$ cat config.mk
export PLATFORM = sky130hd
export DESIGN_NAME = rmpm_top
export DESIGN_NICKNAME = d
export VERILOG_FILES = /design/src/rmpm_pkg.sv /design/src/rmpm_sync.sv /design/src/rmpm_space_dec.sv /design/src/rmpm_top.sv
export SDC_FILE = /design/constraint.sdc
export NUM_CORES = 1
export LEC_CHECK = 0
export BUFFER_PORTS_ARGS = -buffer_cell sky130_fd_sc_hd__buf_2
export CAP_MARGIN = 15
export CORE_MARGIN = 4
export CORE_UTILIZATION = 42
export CTS_CLUSTER_DIAMETER = 200
export DETAILED_ROUTE_END_ITERATION = 10
export MAX_ROUTING_LAYER = met4
export PLACE_DENSITY = 0.78
export SYNTH_ARGS = -nofsm -noshare
export SYNTH_HDL_FRONTEND = slang
export SYNTH_HIERARCHICAL = 1
export SYNTH_SLANG_ARGS = --single-unit
$ cat constraint.sdc
create_clock -name CLK_SYS -period 1.5 [get_ports CLK_SYS]
set_input_delay 0.075 -clock CLK_SYS [delete_from_list [all_inputs] [get_ports CLK_SYS]]
set_output_delay 0.075 -clock CLK_SYS [all_outputs]
set_load 0.02 [all_outputs]
$ cat src/rmpm_pkg.sv
// shared constants and types of the reset mode pin mux
package rmpm_pkg;
   // register byte offsets
   localparam logic [7:0] OFS_SYSCTRL = 8'h00;
   localparam logic [7:0] OFS_FLAG_DIR = 8'h04;
   localparam logic [7:0] OFS_FLAG_OUT = 8'h08;
   localparam logic [7:0] OFS_FLAG_IN = 8'h0c;
   localparam logic [7:0] OFS_MODE = 8'h10;
   localparam logic [7:0] OFS_IRQ_MASK = 8'h14;
   localparam logic [7:0] OFS_IRQ_PEND = 8'h18;
   localparam logic [7:0] OFS_COMB_SEL = 8'h1c;
   // field positions
   localparam int SC_PORT1_ALT = 0;
   localparam int SC_SENSE_LSB = 1;
   localparam int FO_FIXED_LSB = 8;
   localparam int FO_ALT = 11;
   localparam int FI_ALT = 8;
   localparam int MODE_HOST = 2;
   localparam int MODE_RUN = 4;
   localparam int IRQ_N = 6;
   localparam int IRQ_EDGE = 0;
   localparam int IRQ_LVL_A = 1;
   localparam int IRQ_LVL_B = 2;
   localparam int IRQ_CFG = 3;
   localparam int IRQ_ALT_A = 4;
   localparam int IRQ_ALT_B = 5;
   localparam int BYTE_PAGE_LSB = 16;
   // fixed edge sensitivity, configurable lines follow the sense bits
   localparam logic [5:0] IRQ_FIXED_EDGE = 6'h01;
   // reset values
   localparam logic [3:0] SYSCTRL_RST = 4'h0;
   localparam logic [7:0] FLAG_DIR_RST = 8'h00;
   localparam logic [11:0] FLAG_OUT_RST = 12'h000;
   localparam logic [5:0] IRQ_MASK_RST = 6'h00;
   localparam logic [3:0] COMB_SEL_RST = 4'h0;
   // address and data lanes that host mode keeps, byte page lanes of full mode
   localparam logic [13:0] HOST_ADDR_OE = 14'h0001;
   localparam logic [23:0] HOST_DATA_OE = 24'hffff00;
   localparam logic [23:0] BYTE_PAGE_OE = 24'hff0000;

   typedef enum logic [1:0] {
      RMPM_SP_DATA = 2'h0,
      RMPM_SP_PROG = 2'h1,
      RMPM_SP_IO = 2'h2,
      RMPM_SP_BYTE = 2'h3
   } rmpm_space_t;

   typedef enum logic [1:0] {
      RMPM_BUS_OWN = 2'b00,
      RMPM_BUS_GRANT = 2'b01,
      RMPM_BUS_HUNG = 2'b11
   } rmpm_bus_t;

   typedef struct packed {
      logic rd;
      logic wr;
      rmpm_space_t space;
      logic [13:0] addr;
      logic [7:0] byte_page;
      logic [23:0] wdata;
   } rmpm_mem_req_t;

   typedef struct packed {
      logic [3:0] sel_n;
      logic comb_sel_n;
      logic rd_n;
      logic wr_n;
      logic ctl_oe;
      logic [13:0] addr;
      logic [13:0] addr_oe;
      logic [23:0] data;
      logic [23:0] data_oe;
   } rmpm_mem_pins_t;
endpackage

$ cat src/rmpm_sync.sv
// two-flop synchroniser for pin inputs
`timescale 1ns/100ps
`default_nettype none
module rmpm_sync #(
   parameter int W = 1
) (
   input wire logic clk,
   input wire logic [W-1:0] d,
   output logic [W-1:0] q
);
   typedef struct packed {
      logic [W-1:0] meta;
      logic [W-1:0] q;
   } rmpm_sync_t;

   rmpm_sync_t s, next_s;

   always_comb begin
      next_s.meta = d;
      next_s.q = s.meta;
   end

   // no reset on purpose: mode straps must be visible right at release
   always_ff @(posedge clk) begin
      s <= next_s;
   end

   assign q = s.q;
endmodule // rmpm_sync
`default_nettype wire

$ cat src/rmpm_space_dec.sv
// external memory space selects, strobes and bus lanes
`timescale 1ns/100ps
`default_nettype none
module rmpm_space_dec
   import rmpm_pkg::*;
(
   input wire logic clk,
   input wire logic arst_n,
   input wire rmpm_mem_req_t req,
   input wire logic [3:0] comb_sel,
   input wire logic host_mode,
   input wire logic granted,
   output rmpm_mem_pins_t pins
);
   rmpm_mem_pins_t s, next_s;
   logic act;

   always_comb begin
      act = (req.rd | req.wr) & ~granted;
      next_s = s;
      next_s.sel_n = 4'hf;
      next_s.sel_n[req.space] = ~act;
      next_s.comb_sel_n = ~(act & comb_sel[req.space]);
      next_s.rd_n = ~(act & req.rd);
      next_s.wr_n = ~(act & req.wr & ~req.rd);
      // a granted bus floats every pin for the other master
      next_s.ctl_oe = ~granted;
      next_s.addr = req.addr;
      next_s.addr_oe = granted ? '0 : (host_mode ? HOST_ADDR_OE : '1);
      next_s.data = req.wdata;
      next_s.data_oe = (act & req.wr) ? (host_mode ? HOST_DATA_OE : '1) : '0;
      if (act && !host_mode && req.space == RMPM_SP_BYTE) begin
         next_s.data[BYTE_PAGE_LSB +: 8] = req.byte_page;
         next_s.data_oe = next_s.data_oe | BYTE_PAGE_OE;
      end
   end

   always_ff @(posedge clk or negedge arst_n) begin
      if (!arst_n) begin
         s <= '{sel_n: 4'hf, comb_sel_n: 1'b1, rd_n: 1'b1, wr_n: 1'b1,
                default: '0};
      end else begin
         s <= next_s;
      end
   end

   assign pins = s;
endmodule // rmpm_space_dec
`default_nettype wire

$ cat src/rmpm_top.sv
// reset mode latch and pin function multiplexer
// Notes on behaviour
// - bus pin roles fixed at reset only
// - serial port b roles change any time
// - interrupt and flag work together
// - mode pins sampled in reset, then flags
// - mode pin level at reset sets mode
// - mode pin low: full memory mode
// - host mode: host port, little addressing
// - mode pin high: host mode pins
// - full mode drives 14-bit address bus
// - 24-bit data, top byte carries page
// - one edge, two level, three configurable
// - enabled irq fires whoever drives pin
// - control bit moves port b to irq/flags
// - alternate frame syncs are low irqs
// - three fixed output flags, software written
// - bus request, grant and hung grant
// - per-space selects plus combined select
// - low read and write strobes
//
// Decided for this implementation: the APB register port and the address map.
`timescale 1ns/100ps
`default_nettype none
module rmpm_top
   import rmpm_pkg::*;
(
   // clock and reset
   input wire logic CLK_SYS,
   input wire logic ARST_N,
   // apb slave
   input wire logic PSEL,
   input wire logic PENABLE,
   input wire logic PWRITE,
   input wire logic [7:0] PADDR,
   input wire logic [31:0] PWDATA,
   output logic [31:0] PRDATA,
   output logic PREADY,
   output logic PSLVERR,
   // general-purpose flag pins, low four are mode straps
   input wire logic [7:0] GP_FLAG_I,
   output logic [7:0] GP_FLAG_O,
   output logic [7:0] GP_FLAG_OE,
   output logic [2:0] FIXED_OUTPUT_FLAGS,
   // serial port b pins
   input wire logic PORT1_RX_FRAME_SYNC_I,
   output logic PORT1_RX_FRAME_SYNC_O,
   output logic PORT1_RX_FRAME_SYNC_OE,
   input wire logic PORT1_TX_FRAME_SYNC_I,
   output logic PORT1_TX_FRAME_SYNC_O,
   output logic PORT1_TX_FRAME_SYNC_OE,
   input wire logic PORT1_RX_LINE_I,
   output logic PORT1_TX_LINE_O,
   output logic PORT1_TX_LINE_OE,
   // serial port b core side
   input wire logic SPB_RFS_O,
   input wire logic SPB_RFS_OE,
   input wire logic SPB_TFS_O,
   input wire logic SPB_TFS_OE,
   input wire logic SPB_TX_O,
   input wire logic SPB_TX_OE,
   output logic SPB_RFS_I,
   output logic SPB_TFS_I,
   output logic SPB_RX_I,
   // interrupt requests to the sequencer
   output logic [5:0] IRQ_REQ,
   // mode outputs
   output logic HOST_DMA_EN,
   output logic BYTE_DMA_EN,
   // bus arbitration
   input wire logic BUS_REQUEST_N,
   output logic BUS_GRANT_N,
   output logic BUS_GRANT_HUNG_N,
   // external memory
   input wire rmpm_mem_req_t CORE_REQ,
   output logic CORE_STALL,
   output logic [23:0] CORE_RDATA,
   input wire logic [23:0] EXT_DATA_I,
   output rmpm_mem_pins_t MEM_PINS
);
   typedef struct packed {
      logic run;
      logic [3:0] mode;
      logic ack;
      logic slverr;
      logic [31:0] rdata;
      logic [3:0] sysctrl;
      logic [7:0] dir;
      logic [11:0] fout;
      logic [5:0] mask;
      logic [5:0] pend;
      logic [5:0] prev;
      logic [5:0] irq;
      logic [3:0] comb_sel;
      rmpm_bus_t bus;
      logic [5:0] p1;
   } rmpm_state_t;

   rmpm_state_t s, next_s;
   logic [35:0] sync_q;
   logic [7:0] flag_s;
   logic rfs_s, tfs_s, rx_s, breq_n_s;
   logic alt, host, breq, busy, access, wr_ack, clr_hit;
   logic [5:0] lvl, fall, is_edge, clr;

   rmpm_sync #(.W(36)) u_sync (
      .clk(CLK_SYS),
      .d({EXT_DATA_I, BUS_REQUEST_N, PORT1_RX_LINE_I, PORT1_TX_FRAME_SYNC_I,
          PORT1_RX_FRAME_SYNC_I, GP_FLAG_I}),
      .q(sync_q)
   );

   assign flag_s = sync_q[7:0];
   assign rfs_s = sync_q[8];
   assign tfs_s = sync_q[9];
   assign rx_s = sync_q[10];
   assign breq_n_s = sync_q[11];

   always_comb begin
      alt = s.sysctrl[SC_PORT1_ALT];
      host = s.mode[MODE_HOST];
      breq = ~breq_n_s;
      busy = CORE_REQ.rd | CORE_REQ.wr;
      access = PSEL & PENABLE;
      wr_ack = access & s.ack & PWRITE;
      // pin level counts, so a self-driven flag also interrupts
      lvl[IRQ_EDGE] = ~flag_s[4];
      lvl[IRQ_LVL_A] = ~flag_s[5];
      lvl[IRQ_LVL_B] = ~flag_s[6];
      lvl[IRQ_CFG] = ~flag_s[7];
      lvl[IRQ_ALT_A] = alt & ~rfs_s;
      lvl[IRQ_ALT_B] = alt & ~tfs_s;
      is_edge = IRQ_FIXED_EDGE | {s.sysctrl[SC_SENSE_LSB +: 3], 3'b000};
      fall = lvl & ~s.prev;
      clr_hit = wr_ack && PADDR == OFS_IRQ_PEND;
      clr = clr_hit ? PWDATA[IRQ_N-1:0] : '0;
   end

   always_comb begin
      next_s = s;
      // straps caught once, at the first edge after release
      if (!s.run) begin
         next_s.run = 1'b1;
         next_s.mode = flag_s[3:0];
      end
      // register bus, one wait state
      next_s.ack = access & ~s.ack;
      if (access && !s.ack) begin
         next_s.slverr = 1'b0;
         next_s.rdata = '0;
         case (PADDR)
            OFS_SYSCTRL: next_s.rdata[3:0] = s.sysctrl;
            OFS_FLAG_DIR: next_s.rdata[7:0] = s.dir;
            OFS_FLAG_OUT: next_s.rdata[11:0] = s.fout;
            OFS_FLAG_IN: next_s.rdata[8:0] = {alt & rx_s, flag_s};
            OFS_MODE: next_s.rdata[MODE_RUN:0] = {s.run, s.mode};
            OFS_IRQ_MASK: next_s.rdata[IRQ_N-1:0] = s.mask;
            OFS_IRQ_PEND: next_s.rdata[IRQ_N-1:0] = s.pend;
            OFS_COMB_SEL: next_s.rdata[3:0] = s.comb_sel;
            default: next_s.slverr = 1'b1;
         endcase
      end
      if (wr_ack) begin
         case (PADDR)
            OFS_SYSCTRL: next_s.sysctrl = PWDATA[3:0];
            OFS_FLAG_DIR: next_s.dir = PWDATA[7:0];
            OFS_FLAG_OUT: next_s.fout = PWDATA[11:0];
            OFS_IRQ_MASK: next_s.mask = PWDATA[IRQ_N-1:0];
            OFS_COMB_SEL: next_s.comb_sel = PWDATA[3:0];
            default: next_s.fout = s.fout;
         endcase
      end
      // a new edge beats a clear in the same cycle
      next_s.prev = lvl;
      next_s.pend = (s.pend & ~clr) | (fall & is_edge);
      next_s.irq = s.mask & ((is_edge & s.pend) | (~is_edge & lvl));
      // port b pins: alternate role floats frame syncs, drives flag out
      next_s.p1[0] = SPB_RFS_O;
      next_s.p1[1] = SPB_RFS_OE & ~alt;
      next_s.p1[2] = SPB_TFS_O;
      next_s.p1[3] = SPB_TFS_OE & ~alt;
      next_s.p1[4] = alt ? s.fout[FO_ALT] : SPB_TX_O;
      next_s.p1[5] = alt | SPB_TX_OE;
      // bus arbitration
      case (s.bus)
         RMPM_BUS_OWN: begin
            if (breq && !busy) begin
               next_s.bus = RMPM_BUS_GRANT;
            end
         end
         RMPM_BUS_GRANT: begin
            if (!breq) begin
               next_s.bus = RMPM_BUS_OWN;
            end else if (busy) begin
               next_s.bus = RMPM_BUS_HUNG;
            end
         end
         RMPM_BUS_HUNG: begin
            if (!breq) begin
               next_s.bus = RMPM_BUS_OWN;
            end else if (!busy) begin
               next_s.bus = RMPM_BUS_GRANT;
            end
         end
         default: next_s.bus = RMPM_BUS_OWN;
      endcase
   end

   always_ff @(posedge CLK_SYS or negedge ARST_N) begin
      if (!ARST_N) begin
         s <= '{sysctrl: SYSCTRL_RST, dir: FLAG_DIR_RST, fout: FLAG_OUT_RST,
                mask: IRQ_MASK_RST, comb_sel: COMB_SEL_RST, bus: RMPM_BUS_OWN,
                default: '0};
      end else begin
         s <= next_s;
      end
   end

   // mode only changes through a new reset
   rmpm_space_dec u_dec (
      .clk(CLK_SYS),
      .arst_n(ARST_N),
      .req(CORE_REQ),
      .comb_sel(s.comb_sel),
      .host_mode(host),
      .granted(s.bus != RMPM_BUS_OWN),
      .pins(MEM_PINS)
   );

   assign PRDATA = s.rdata;
   assign PREADY = s.ack;
   assign PSLVERR = s.ack & s.slverr;
   assign GP_FLAG_O = s.fout[7:0];
   assign GP_FLAG_OE = s.run ? s.dir : '0;
   assign FIXED_OUTPUT_FLAGS = s.fout[FO_FIXED_LSB +: 3];
   assign PORT1_RX_FRAME_SYNC_O = s.p1[0];
   assign PORT1_RX_FRAME_SYNC_OE = s.p1[1];
   assign PORT1_TX_FRAME_SYNC_O = s.p1[2];
   assign PORT1_TX_FRAME_SYNC_OE = s.p1[3];
   assign PORT1_TX_LINE_O = s.p1[4];
   assign PORT1_TX_LINE_OE = s.p1[5];
   // port b core sees idle levels while its pins are borrowed
   assign SPB_RFS_I = alt | rfs_s;
   assign SPB_TFS_I = alt | tfs_s;
   assign SPB_RX_I = alt | rx_s;
   assign IRQ_REQ = s.irq;
   assign HOST_DMA_EN = s.run & host;
   assign BYTE_DMA_EN = s.run & ~host;
   assign BUS_GRANT_N = s.bus == RMPM_BUS_OWN;
   assign BUS_GRANT_HUNG_N = s.bus != RMPM_BUS_HUNG;
   // limitation: the core must hold its request while stalled
   assign CORE_STALL = busy & (s.bus != RMPM_BUS_OWN);
   assign CORE_RDATA = sync_q[35:12];
endmodule // rmpm_top
`default_nettype wire

Word level (Yosys, flattened, before mapping)

Cells that the tools add are included.

Multiply operators: 0
Magnitude comparators: 2
Bitwise logic cells: 52
Eq/ne operators: 14
Add/subtract/negate cells: 0
Reduce and logical (&&, ||, !) cells: 19
Div/mod/pow operators: 0
Shift operators: 0
Mux-type cells: 26

Operators by type and width:

| operator                                                              | number |
|---|---|
| 24-bit two-way mux                                                    | 2 |
| 6-bit bitwise AND                                                     | 6 |
| 8-bit by 5-bit equality test with 1-bit output, second input constant | 4 |
| 4-bit case mux with 8 select lines                                    | 1 |
| 14-bit two-way mux                                                    | 2 |
| 8-bit two-way mux                                                     | 3 |
| 1-bit bitwise AND                                                     | 18 |
| 6-bit NOT                                                             | 3 |
| 8-bit by 4-bit equality test with 1-bit output, second input constant | 2 |
| 1-bit NOT                                                             | 16 |
| 6-bit OR                                                              | 2 |
| 2-bit case mux with 3 select lines                                    | 2 |
| 2-bit two-way mux                                                     | 5 |
| 2-bit AND reduction                                                   | 5 |
| 8-bit by 3-bit equality test with 1-bit output, second input constant | 1 |
| 8-bit zero test                                                       | 1 |
| 8-bit OR reduction                                                    | 1 |
| 1-bit logical AND                                                     | 6 |
| 6-bit two-way mux                                                     | 1 |
| 3-bit by 2-bit != test with 1-bit output, second input constant       | 2 |
| 1-bit case mux with 6 select lines                                    | 1 |
| 1-bit OR                                                              | 5 |
| 1-bit case mux with 5 select lines                                    | 1 |
| 2-bit equality test, second input constant                            | 2 |
| other kinds (16)                                                      | 21 |

ROM bits: 0
Flip-flop bits (word level): 235
Bits of input ports: 137
Latch bits: 0
Memory bits (writable): 0
Output and inout port bits: 181
Memories: 0

Depth between registers and ports, before layout

Gate-level depths: netlist of the first run.

Depth after elaboration: 8
Gate-level depth with buffers: 6
Depth with buffers taken out: 6

Hierarchy

The synthesis of the first run kept the hierarchy.

By module, submodules not included:

| module         | area an instance (sq um) | seq. area each (sq um) | cells each | instances |
|---|---|---|---|---|
| rmpm_top       | 3808.7                   | 1926.8                 | 306        | 1 |
| rmpm_space_dec | 1734.2                   | 1260.0                 | 109        | 1 |
| rmpm_sync      | 1441.4                   | 1441.4                 | 72         | 1 |

Least setup slack after synthesis of the first run

Ideal clock, no wire load.

Kind: reg2reg
Start: register s (netlist bit PREADY)
End: register s (netlist bit FIXED_OUTPUT_FLAGS[0])
Setup time: 0.125 ns
Slack: -0.177 ns
Path buffers: 1
Required time: 1.375 ns
Cell stages (with the launch flop): 6
Data arrival time: 1.551 ns
Clock period less this slack: 1.677 ns
Cell sequence: dfrtp_1 > nand4_1 > nor3_4 > and3_4 > buf_12 > mux2_4

Cells in the longest elaborated chain, start to end: 3

Ends and longest elaborated chain:

| what                                 | RTL line        | text |
|---|---|---|
| from (decl)                          | rmpm_top.sv:99  | `rmpm_state_t s, next_s;` |
| from (signal assigned)               | rmpm_top.sv:211 | `s <= '{sysctrl: SYSCTRL_RST, dir: FLAG_DIR_RST, fout: FLAG_OUT_RST,` |
| from (signal assigned)               | rmpm_top.sv:215 | `s <= next_s;` |
| 1-bit bitwise AND (2 in a row)       | rmpm_top.sv:125 | `wr_ack = access & s.ack & PWRITE;` |
| 2-bit AND reduction (no source line) | -               |  |

No other way between the ends.
A chain may end at the register's enable or synchronous reset.

Final worst setup path of the first run

Start: register s (netlist bit PREADY)
End: register s[47] (netlist bit)

The elaborated chain is that of the path after synthesis.

==> results of run 1 <==
==> cell type report <==
cell class | count | share of cell area (%)
inverter | 10 | 0.3704
multi-input combinational | 204 | 17.52
clock buffer | 17 | 4.198
clock inverter | 15 | 1.938
tap | 216 | 2.667
sequential | 199 | 45.69
timing repair buffer | 418 | 27.62
==> cell usage after synthesis (all sizes together), types with 3 or more instances <==
cell type,n
mux2i,3
clkbuf,7
or2,6
and3,3
nor2b,11
a221oi,3
nand3,3
nand3b,3
and2,16
a21oi,4
mux2,51
nor2,12
inv,10
a22o,4
buf,87
dfxtp,72
dfstp,7
dfrtp,120
o21ai,9
mux4,9
nand2,21
==> report_power, final <==
group / switching, W / internal, W / leakage [nW] / total [W]
clock network: 0.00231 / 0.00230 / 0.302 / 0.00461
registers: 0.0000977 / 0.00555 / 2.22 / 0.00565
logic: 0.000763 / 0.000603 / 2.54 / 0.00137
total: 0.00317 / 0.00846 / 5.06 / 0.0116
==> flip-flops by register name (all words and copies together), names as in the netlist, 3 cells and up <==
signal,count
FIXED_OUTPUT_FLAGS,3
u_dec/pins,50
GP_FLAG_O,8
is_edge,3
s,36
IRQ_REQ,6
u_sync/next_s,36
u_sync/q,36
PRDATA,12
==> cell families (layout without fill, tap and decap cells) <==
group | Yosys count | after routing
flops | 199 | 199
other cells | 2 | 21
mux | 63 | 63
buf+inv | 104 | 460
compound gates | 31 | 31
simple gates | 88 | 89
==> cells in the final DEF, fill, tap and decap left out, drive strengths merged, types with 3 or more instances in the layout <==
master and n:
buf 313, dfrtp 120, dlygate4sd3 105, dfxtp 72, mux2 51, nand2 21, conb 21, inv 18
clkbuf 17, and2 16, nor2 12, nor2b 11, mux4 9, o21ai 9, dfstp 7, clkinv 7
or2 6, a22o 4, a21oi 4, mux2i 3, nand3b 3, nand3 3, a221oi 3, and3 3
==> layer usage <==
layer / GRT usage [%] / share of wire [%] / vias to the layer above
li1: - / - / 2259
met1: 23.69 / 39 / 2364
met2: 33.24 / 52 / 203
met3: 5.772 / 7.3 / 22
met4: 5.876 / 1.4 / 0
met5: - / 0 / -
==> worst paths after layout <==
| path | to | slack, ns | depth (start not counted) |
|---|---|---|---|
| setup reg to reg | s[47]$_DFFE_PN0P_ | -0.12 | 6 |
| hold reg to reg | u_sync/q[28]$_DFF_P_ | 0.33 | 0 |
| min in group asynchronous | u_dec/pins[22]$_DFF_PN0_ | 0.14 | 2 |
| setup / recovery | s[47]$_DFFE_PN0P_ | -0.12 | 6 |
| hold / removal | PRDATA[2]$_DFFE_PN0P_ | 0.13 | 3 |
| max in group asynchronous | u_dec/pins[28]$_DFF_PN0_ | 0.80 | 3 |
==> per-stage QoR <==
step | TNS (ns) | setup WS [ns] | std cells
floorplan | -3.414 | -0.1351 | 506
global placement | -13.04 | -0.3362 | 933
detailed placement | -13.59 | -0.3534 | 933
CTS | -3.373 | -0.1503 | 1074
global route | -4.346 | -0.1675 | 1079
finish | -2.291 | -0.1162 | 1079
==> repair_timing <==
action,CTS,global route
resized for setup,17,14
pin swaps,1,3
hold buffers,105,0
endpoints found under the setup margin,44,49
endpoints found under the hold margin,257,0
setup buffers,4,4
gates cloned,0,1
==> worst max-delay path, stage by stage (launching register included) <==
cell and delay [ns]:
dfrtp_2 0.36, nand4_1 0.10, buf_6 0.15, nor3_4 0.18
and3_4 0.26, buf_12 0.15, mux2_4 0.30
==> metrics.md, run 1 <==
| Metric | Value |
|---|---|
| Register area share after synthesis | 66.27% |
| Mux cell area share after synthesis | 12.15% |
| Vias in the first global route | 5115 |
| # IOs | 318 |
| Placed cell area | 0.008282 mm^2 |
| Critical Path RT | 1.81 ns |
| Total grt overflow | 0 |
| Post-Synth XOR/XNOR Area | 0% |
| Fillers | 1233 |
| Worst-Skew Late Latency | 0.43 ns |
| Storage cell area | 0.004631 mm^2 |
| Final worst slack | -0.1162 ns |
| Cell area after layout | 0.01013 mm^2 |
| Port buffer count | 277 |
| WL per Instance | 16.80 um |
| Area of the multi-input gates | 0.001775 mm^2 |
| Antenna diodes | 0 |
| Number of iterations in the first detailed-routing pass | 5 |
| Worst-path clk slew | 0.08 ns |
| WHS | 0.1290 ns |
| Main combinational cell family by area after synthesis | multiplexers |
| Crit Path Max Fanout | 9 |
| Final Max Slew Viols | 0 |
| Status | finished with violations |
| Max Cap Viol | 0 |
| Core area | 0.01612 mm^2 |
| Final setup vio count | 31 |
| DRC marker count from the first detailed-route iteration | 247 |
| Yosys warning total | 6 |
| Area share of the largest cell type after synthesis | 43.00% |
| Synth Area in Simple Gates | 7.703% |
| Setup crit start | PREADY$_DFF_PN0_ |
| CTS buffer count | 17 |
| Crit Path Category | flop to flop |
| Final ANT Viol Nets | 0 |
| Fin util | 62.89% |
| Worst endpoint data arrival time | 1.93 ns |
| Drt total wl | 18130 um |
| Root buffer cell | clkbuf_16 |
| Startpoint Class | flop |
| Final Hold Viols | 0 |
| Leak | 5.059 nW |
| Final worst path period share | 107.7% |
| Rows | 46 |
| Vias per cell | 4.493 |
| Hold Path Class | primary input to flop |
| Peak Freq | 0.6188 GHz |
| Adder-cell share of the synthesized area | 0% |
| Initial Util | 43.34% |
| Synth area leaders | dfrtp_1 (43%), dfxtp_1 (21%), buf_4 (9.0%) |
| Max H-tree Level | 4 |
| Yosys cell types | 51 |
| Setup repair after global routing missed its margin | true |
| Post-route DRC | 0 |
| HPWL after detailed placement | 12540 um |
| Die X-Extent | 137.0 um |
| Hold Startpoint | PADDR[4] |
| First-pass GRT wire length | 27490 um |
| Die area | 0.01876 mm^2 |
| EDFF count, synth | 0 |
| Largest net degree at the start of global routing | 42 |
| Nets@finish | 987 |
| TritonCTS Sinks | 199 |
| Area Growth Syn to Fin | 45.11% |
| Mapped Area | 0.006984 mm^2 |
| Total track usage | 19.98% |
| Layout cells sized above 1 | 50.17% |
| Max clock buf depth | 2 |
| Reg2reg start | PREADY$_DFF_PN0_ |
| Power Total | 0.01163 W |
| DIE HEIGHT | 137.0 um |
| Final GP Congestion | 0.8378 |
| Failing checks | negative setup slack |
| Synth Area in Compound Gates | 3.081% |
| TritonCTS clock tree | yes |
| Clk_skew | 0.007482 ns |
| Antenna violations before repair | 0 |
| Avg Cell Area, Syn | 14.34 um^2 |
| Worst Setup End Kind | flop |
| Power per Cell Area | 1148 mW/mm^2 |
| Primary FF master, synth | dfrtp_1 |
| Async set or reset register ratio after synthesis | 63.82% |
| Post-synth top area cell | dfrtp_1 |
| Synthesized instance count | 487 |
| FF+latch count, synth | 199 |
| Tmin final | 1.616 ns |
| Total number of vias | 4848 |
| Worst vdd ir | 916.3 uV |
No activity file was read; power rests on OpenSTA's default activity.
==> run 2: changes to the inputs <==
Settings changed: ABC_AREA set to 1, PLACE_DENSITY 0.78 to 0.77.
==> metrics.md, run 2 <==
| Metric | Value |
|---|---|
| Status | finished clean |
| Max H-tree Level | 4 (unchanged) |
| Power per Cell Area | 1160 mW/mm^2 (+1.1%) |
| Number of iterations in the first detailed-routing pass | 5 (unchanged) |
| Crit Path Max Fanout | 10 (+1) |
| Yosys cell types | 35 (-31%) |
| First-pass GRT wire length | 31040 um (+13%) |
| Die area | 0.01915 mm^2 (+2.1%) |
| Hold Path Stages | 3 (unchanged) |
| Async set or reset register ratio after synthesis | 63.82% (unchanged) |
| Count leader, synth | nand2_1 |
| Worst endpoint data arrival time | 1.39 ns (-0.54 ns) |
| Vias in the first global route | 5942 (+16%) |
| EDFF count, synth | 0 (unchanged) |
| Final GP Congestion | 0.8779 (+4.8%) |
| Startpoint Class | flop |
| Final setup vio count | 0 (-100%) |
| Sw Ratio | 27.88% (+0.60 points) |
| R2R Setup Slk | 0.12 ns (+0.24 ns) |
| Max Cap Viol | 0 (unchanged) |
| Clk_skew | 0.01726 ns (+0.009778 ns) |
| Rows | 47 (+2.2%) |
| Placed cell area | 0.008305 mm^2 (+0.29%) |
| Leak | 5.261 nW (+4.0%) |
| Reg2reg path depth | 8 (+2) |
| Worst-path clk slew | 0.07 ns (about the same) |
| Total number of vias | 5706 (+18%) |
| Most common cell after layout, fill and taps aside | buf_2 |
| Core area | 0.01664 mm^2 (+3.3%) |
| Initial Util | 42.90% (-0.44 points) |
| Tmin final | 1.464 ns (-0.1524 ns) |
| Hold Path Class | primary input to flop |
| CTS buffer count | 17 (unchanged) |
| Largest register FFs | 50 (unchanged) |
| Area share of the largest cell type after synthesis | 42.06% (-0.93 points) |
| Commonest cells post-synth | nand2_1 (145), dfrtp_1 (120), buf_4 (85) |
| Worst Setup End Kind | output port |
| Yosys warning total | 6 (unchanged) |
| Largest net degree at the start of global routing | 94 (+120%) |
| Total track usage | 20.94% (+0.96 points) |
| Cell area after layout | 0.01007 mm^2 (-0.60%) |
| Drt total wl | 19370 um (+6.8%) |
| Clk pwr share | 39.3% (-0.4 points) |
| TritonCTS Sinks | 199 (unchanged) |
| Logic pwr share | 12.0% (+0.3 points) |
| Area Growth Syn to Fin | 41.10% |
| Final ANT Viol Nets | 0 (unchanged) |
| Primary FF master, synth | dfrtp_1 |
| Critical Path RT | 1.42 ns (-0.39 ns) |
| Commonest cells after routing, fill and taps aside | buf_2 (276), nand2_1 (144), dfrtp_1 (119), dlygate4sd3_1 (108), dfxtp_1 (72) |
| Post-route DRC | 0 (unchanged) |
| Final Hold Viols | 0 (unchanged) |
| Worst vdd ir | 903.1 uV (-1.4%) |
| DIE HEIGHT | 138.4 um (+1.0%) |
| Sequential power share | 48.6% (about the same) |
| Fillers | 1311 (+6.3%) |
| Final worst slack | 0.03619 ns (+0.1524 ns) |
| TritonCTS clock tree | yes |
| Vias per cell | 4.554 (+1.4%) |
| Pint | 0.008426 W (-0.38%) |
| Die X-Extent | 138.4 um (+1.0%) |
| Peak Freq | 0.6831 GHz (+10%) |
| DRC marker count from the first detailed-route iteration | 293 (+19%) |
| Nets@finish | 1157 (+17%) |
| Final worst path period share | 97.59% (-10 points) |
| Placement Setup Slack | 0.08620 ns (+0.4396 ns) |
| Worst-Skew Late Latency | 0.43 ns (about the same) |
| Synthesized instance count | 675 (+39%) |
| Total grt overflow | 0 (unchanged) |
| Final Max Slew Viols | 0 (unchanged) |
| NetSw | 0.003257 W (+2.6%) |
| # IOs | 318 (unchanged) |
| Register area share after synthesis | 64.83% (-1.4 points) |
| Antenna diodes | 0 (unchanged) |
| Mapped Area | 0.007139 mm^2 (+2.2%) |
| Antenna violations before repair | 0 (unchanged) |
| Slew headroom | 65.62% |
| Avg Cell Area, Syn | 10.58 um^2 (-26%) |
| Worst-margin pin slew | 0.5158 ns |
| FF+latch count, synth | 199 (unchanged) |
| Crit Path Category | flop to output port |
| Post-synth top area cell | dfrtp_1 |
| Port buffer count | 277 (unchanged) |
| HPWL after detailed placement | 13170 um (+5.0%) |
| Root buffer cell | clkbuf_16 |
| Layout cells sized above 1 | 36.11% (-14 points) |
| Max clock buf depth | 2 (unchanged) |
| Synth area leaders | dfrtp_1 (42%), dfxtp_1 (20%), buf_4 (8.9%) |
| WL per Instance | 15.45 um (-8.0%) |
run 2: stage by stage:
stage	power [W]	util [%]	hold WS (ns)	cells	setup TNS [ns]
final	0.01168	60.53	0.02047	1253	0
after global placement	0.006933	49.91	0.1583	1108	0
after global routing	0.01215	60.53	0.05245	1253	-0.01229
after floorplan	0.006589	-	-0.2206	694	0
after CTS	0.01177	60.09	0.004596	1248	0
after detailed placement	0.006963	49.91	0.1734	1108	0
run 2: worst paths after layout:
check | start | endpoint
max in group asynchronous | ARST_N | u_dec/pins[80]$_DFF_PN1_
worst max register to register | s[7]$_DFFE_PN0P_ | u_dec/pins[47]$_DFF_PN0_
worst min register to register | u_sync/next_s[8]$_DFF_P_ | u_sync/q[8]$_DFF_P_
min in group asynchronous | ARST_N | FIXED_OUTPUT_FLAGS[2]$_DFFE_PN0P_
worst max-delay path | alt$_DFFE_PN0P_ | SPB_RFS_I
worst min-delay path | PWDATA[3] | is_edge[5]$_DFFE_PN0P_
run 2: metal layers:
metal  share of wire [%]  vias to the layer above  routed length [um]  global-route usage, %
li1                    -                     2715                   -                      -
met1                  39                     2689                7520                  24.56
met2                  51                      255                9961                  34.82
met3                 6.6                       47                1284                  5.145
met4                 3.1                        0                 598                  8.320
met5                   0                        -                   0                      -
run 2: cells by family (layout without fill, tap and decap cells):
logic type / after synthesis / in the layout / share of synthesized area [%]
simple gates: 261 / 261 / 16.67
compound gates: 58 / 58 / 4.644
other cells: 2 / 21 / 0.1052
buf+inv: 152 / 491 / 13.18
flops: 199 / 199 / 64.83
mux: 3 / 3 / 0.5783
run 2: power by group through the flow:
stage	registers, W	logic [W]	clock network [W]
3_3_place_gp	0.00578	0.00115	0
4_1_cts	0.00568	0.00139	0.00470
2_1_floorplan	0.00594	0.000646	0
3_5_place_dp	0.00579	0.00117	0
6_report	0.00568	0.00141	0.00459
5_1_grt	0.00571	0.00151	0.00493
run 2: worst max-delay path, stage by stage, from the launching register on:
cell and delay, ns:
dfrtp_2 0.49, or2_2 0.32, buf_2 0.16
run 2: cell type report:
class                           count  area [um^2]  area share [%]
Clock buffer                       17        425.4           4.223
Clock inverter                     15        186.4           1.851
Inverter                           53        203.9           2.025
Multi-Input combinational cell    343         1672           16.59
Sequential cell                   199         4629           45.96
Tap cell                          220        275.3           2.733
Timing Repair Buffer              406         2681           26.62
run 2: what timing repair did:
item / CTS / global route
buffers inserted: 0 / 5
endpoints found under the hold margin: 232 / 0
hold buffers: 108 / 0
resized for setup: 1 / 9
endpoints found under the setup margin: 3 / 30
==> run 3: changes to the inputs <==
Settings changed: SETUP_SLACK_MARGIN set to 0.1.
==> metrics.md, run 3 (synthesis gave the netlist of run 2 again) <==
| Metric | Value |
|---|---|
| Worst-Skew Late Latency | 0.42 ns (about the same) |
| Tmin final | 1.374 ns (-0.08978 ns) |
| CTS buffer count | 17 (unchanged) |
| Hold Path Stages | 3 (unchanged) |
| Commonest cells after routing, fill and taps aside | buf_2 (272), nand2_1 (145), dfrtp_1 (117), dlygate4sd3_1 (107), dfxtp_1 (72) |
| Initial Util | 42.90% (unchanged) |
| Total number of vias | 5745 (+0.68%) |
| Placed cell area | 0.008294 mm^2 (-0.14%) |
| Logic pwr share | 12.5% (+0.5 points) |
| Cell area after layout | 0.01012 mm^2 (+0.43%) |
| TritonCTS clock tree | yes |
| Reg2reg start | s[6]$_DFFE_PN0P_ |
| TritonCTS Sinks | 199 (unchanged) |
| Pint | 0.008491 W (+0.77%) |
| Core area | 0.01664 mm^2 (unchanged) |
| Number of iterations in the first detailed-routing pass | 5 (unchanged) |
| Drt total wl | 19450 um (+0.43%) |
| Critical Path Stages | 6 (+4) |
| Die X-Extent | 138.4 um (unchanged) |
| Final worst path period share | 91.60% (-6.0 points) |
| Hold Startpoint | PWDATA[3] |
| Status | finished clean |
| Critical path, cell by cell | nor2_2 -> inv_1 -> inv_2 -> nand2_4 -> buf_4 -> or2_2 |
| Final Hold Viols | 0 (unchanged) |
| Crit Path Max Fanout | 4 (-6) |
| Max Cap Viol | 0 (unchanged) |
| Critical Path RT | 1.85 ns (+0.43 ns) |
| NetSw | 0.003146 W (-3.4%) |
| First-pass GRT wire length | 30600 um (-1.4%) |
| Total track usage | 20.59% (-0.35 points) |
| DRC marker count from the first detailed-route iteration | 295 (+0.68%) |
| Sequential power share | 48.9% (+0.3 points) |
| TNS Setup | 0 ns (unchanged) |
| Max clock buf depth | 2 (unchanged) |
| WL per Instance | 15.42 um (-0.20%) |
| Setup repair after global routing missed its margin | true |
| Largest net degree at the start of global routing | 51 (-46%) |
| CP delay by family, top | simple AND/OR/NAND/NOR gates |
| Reg2reg path depth | 6 (-2) |
| Crit-path max cell delay | 0.41 ns (-0.08 ns) |
| CP max stage cell | dfrtp_1 |
| Clk pwr share | 38.6% (-0.7 points) |
| Buf/Inv on CP | 3 (+2) |
| Total grt overflow | 0 (unchanged) |
| Worst vdd ir | 859.8 uV (-4.8%) |
| Worst-path clk slew | 0.07 ns (about the same) |
| Placed cell count | 1106 (-0.18%) |
| Die area | 0.01915 mm^2 (unchanged) |
| Final Non-Filler Cells | 1261 (+0.64%) |
| DIE HEIGHT | 138.4 um (unchanged) |
| Peak Freq | 0.7278 GHz (+6.5%) |
| HPWL after detailed placement | 13260 um (+0.69%) |
| Final Max Slew Viols | 0 (unchanged) |
| Rows | 47 (unchanged) |
| Leak | 5.284 nW (+0.43%) |
| Final ANT Viol Nets | 0 (unchanged) |
| Worst Setup End Kind | flop |
| Nets@finish | 1162 (+0.43%) |
| Vias per cell | 4.556 (about the same) |
| Layout cells sized above 1 | 36.51% (+0.40 points) |
| Antenna violations before repair | 3 (+3) |
| Vias in the first global route | 5896 (-0.77%) |
| Max H-tree Level | 4 (unchanged) |
| Power per Cell Area | 1150 mW/mm^2 (-0.82%) |
| Largest register FFs | 50 (unchanged) |
| Hold EP | s[51]$_DFFE_PN0P_ |
| Sw Ratio | 27.04% (-0.84 points) |
| Clk_skew | 0.008134 ns (-0.009126 ns) |
| Final setup vio count | 0 (unchanged) |
| Startpoint Class | flop |
| Fin util | 60.79% (+0.26 points) |
| Reg2Reg Capture Point | u_dec/pins[77]$_DFF_PN1_ |
| Crit Path Category | flop to flop |
| Root buffer cell | clkbuf_16 |
| Power Total | 0.01164 W (-0.39%) |
| Hold Path Class | primary input to flop |
| Post-route DRC | 0 (unchanged) |
| Most common cell after layout, fill and taps aside | buf_2 |
| Port buffer count | 277 (unchanged) |
| # IOs | 318 (unchanged) |
| R2R Setup Slk | 0.13 ns (about the same) |
| Final GP Congestion | 0.8362 (-4.7%) |
| Area Growth Syn to Fin | 41.71% |
| Worst endpoint data arrival time | 1.73 ns (+0.34 ns) |
## run 3: cell count changes in the layout (fill, tap and decap cells not counted), sizes merged
| cell | delta |
|---|---|
| clkinv | +2 |
| clkbuf | +1 |
| diode | +3 |
| nand2 | +1 |
| dlygate4sd3 | -1 |
| buf | +4 |
| nand3 | +1 |
| inv | -3 |
## run 3: repair_timing
action | in CTS | in global routing
gates resized for setup | 10 | 4
hold buffers | 107 | 0
buffers inserted | 2 | 9
pin swaps | 0 | 6
gates cloned | 0 | 2
endpoints found under the hold margin | 230 | 0
setup endpoints to repair | 8 | 28
## run 3: worst max-delay path by stage
stage | from | to
after global placement | PADDR[1] | is_edge[4]$_DFFE_PN0P_
final | s[6]$_DFFE_PN0P_ | u_dec/pins[77]$_DFF_PN1_
after CTS | alt$_DFFE_PN0P_ | SPB_RFS_I
after floorplan | PREADY$_DFF_PN0_ | FIXED_OUTPUT_FLAGS[1]$_DFFE_PN0P_
after global routing | s[6]$_DFFE_PN0P_ | u_dec/pins[44]$_DFF_PN0_
after detailed placement | PADDR[1] | alt$_DFFE_PN0P_
## run 3: power groups by stage
stage	sequential (W)	clock [W]	combinational, W
global route	0.00572	0.00486	0.00155
global placement	0.00578	0	0.00116
floorplan	0.00594	0	0.000646
CTS	0.00568	0.00460	0.00140
detailed placement	0.00579	0	0.00117
finish	0.00569	0.00449	0.00146
## run 3: area by class of cell
cell class / instances / area (um^2)
diodes: 3 / 7.507
multi-input cells: 345 / 1678
clock buffers: 18 / 450.4
clock inverters: 14 / 150.1
flip-flops and latches: 199 / 4632
well taps: 220 / 275.3
fillers: 1342 / 6525
inverters: 53 / 201.4
repair buffers: 409 / 2723
## run 3: worst min-delay path: stages
cell and delay [ns]:
buf_2 0.08, inv_1 0.10, o21ai_1 0.15
## run 3: per-layer routing
metal | vias up | track usage [%] | share of wire [%]
met2 | 247 | 33.56 | 53
met1 | 2721 | 24.81 | 39
met3 | 42 | 5.076 | 6.3
li1 | 2735 | - | -
met5 | - | - | 0
met4 | 0 | 8.008 | 2.3
## run 3: through the flow
step | setup slack [ns] | hold slack [ns]
after CTS | 0.05814 | 0.007862
after floorplan | 0.1529 | -0.2206
after detailed placement | 0.1369 | -0.04535
after global placement | 0.1539 | -0.04555
final | 0.1260 | 0.01462
after global routing | 0.07238 | 0.04630
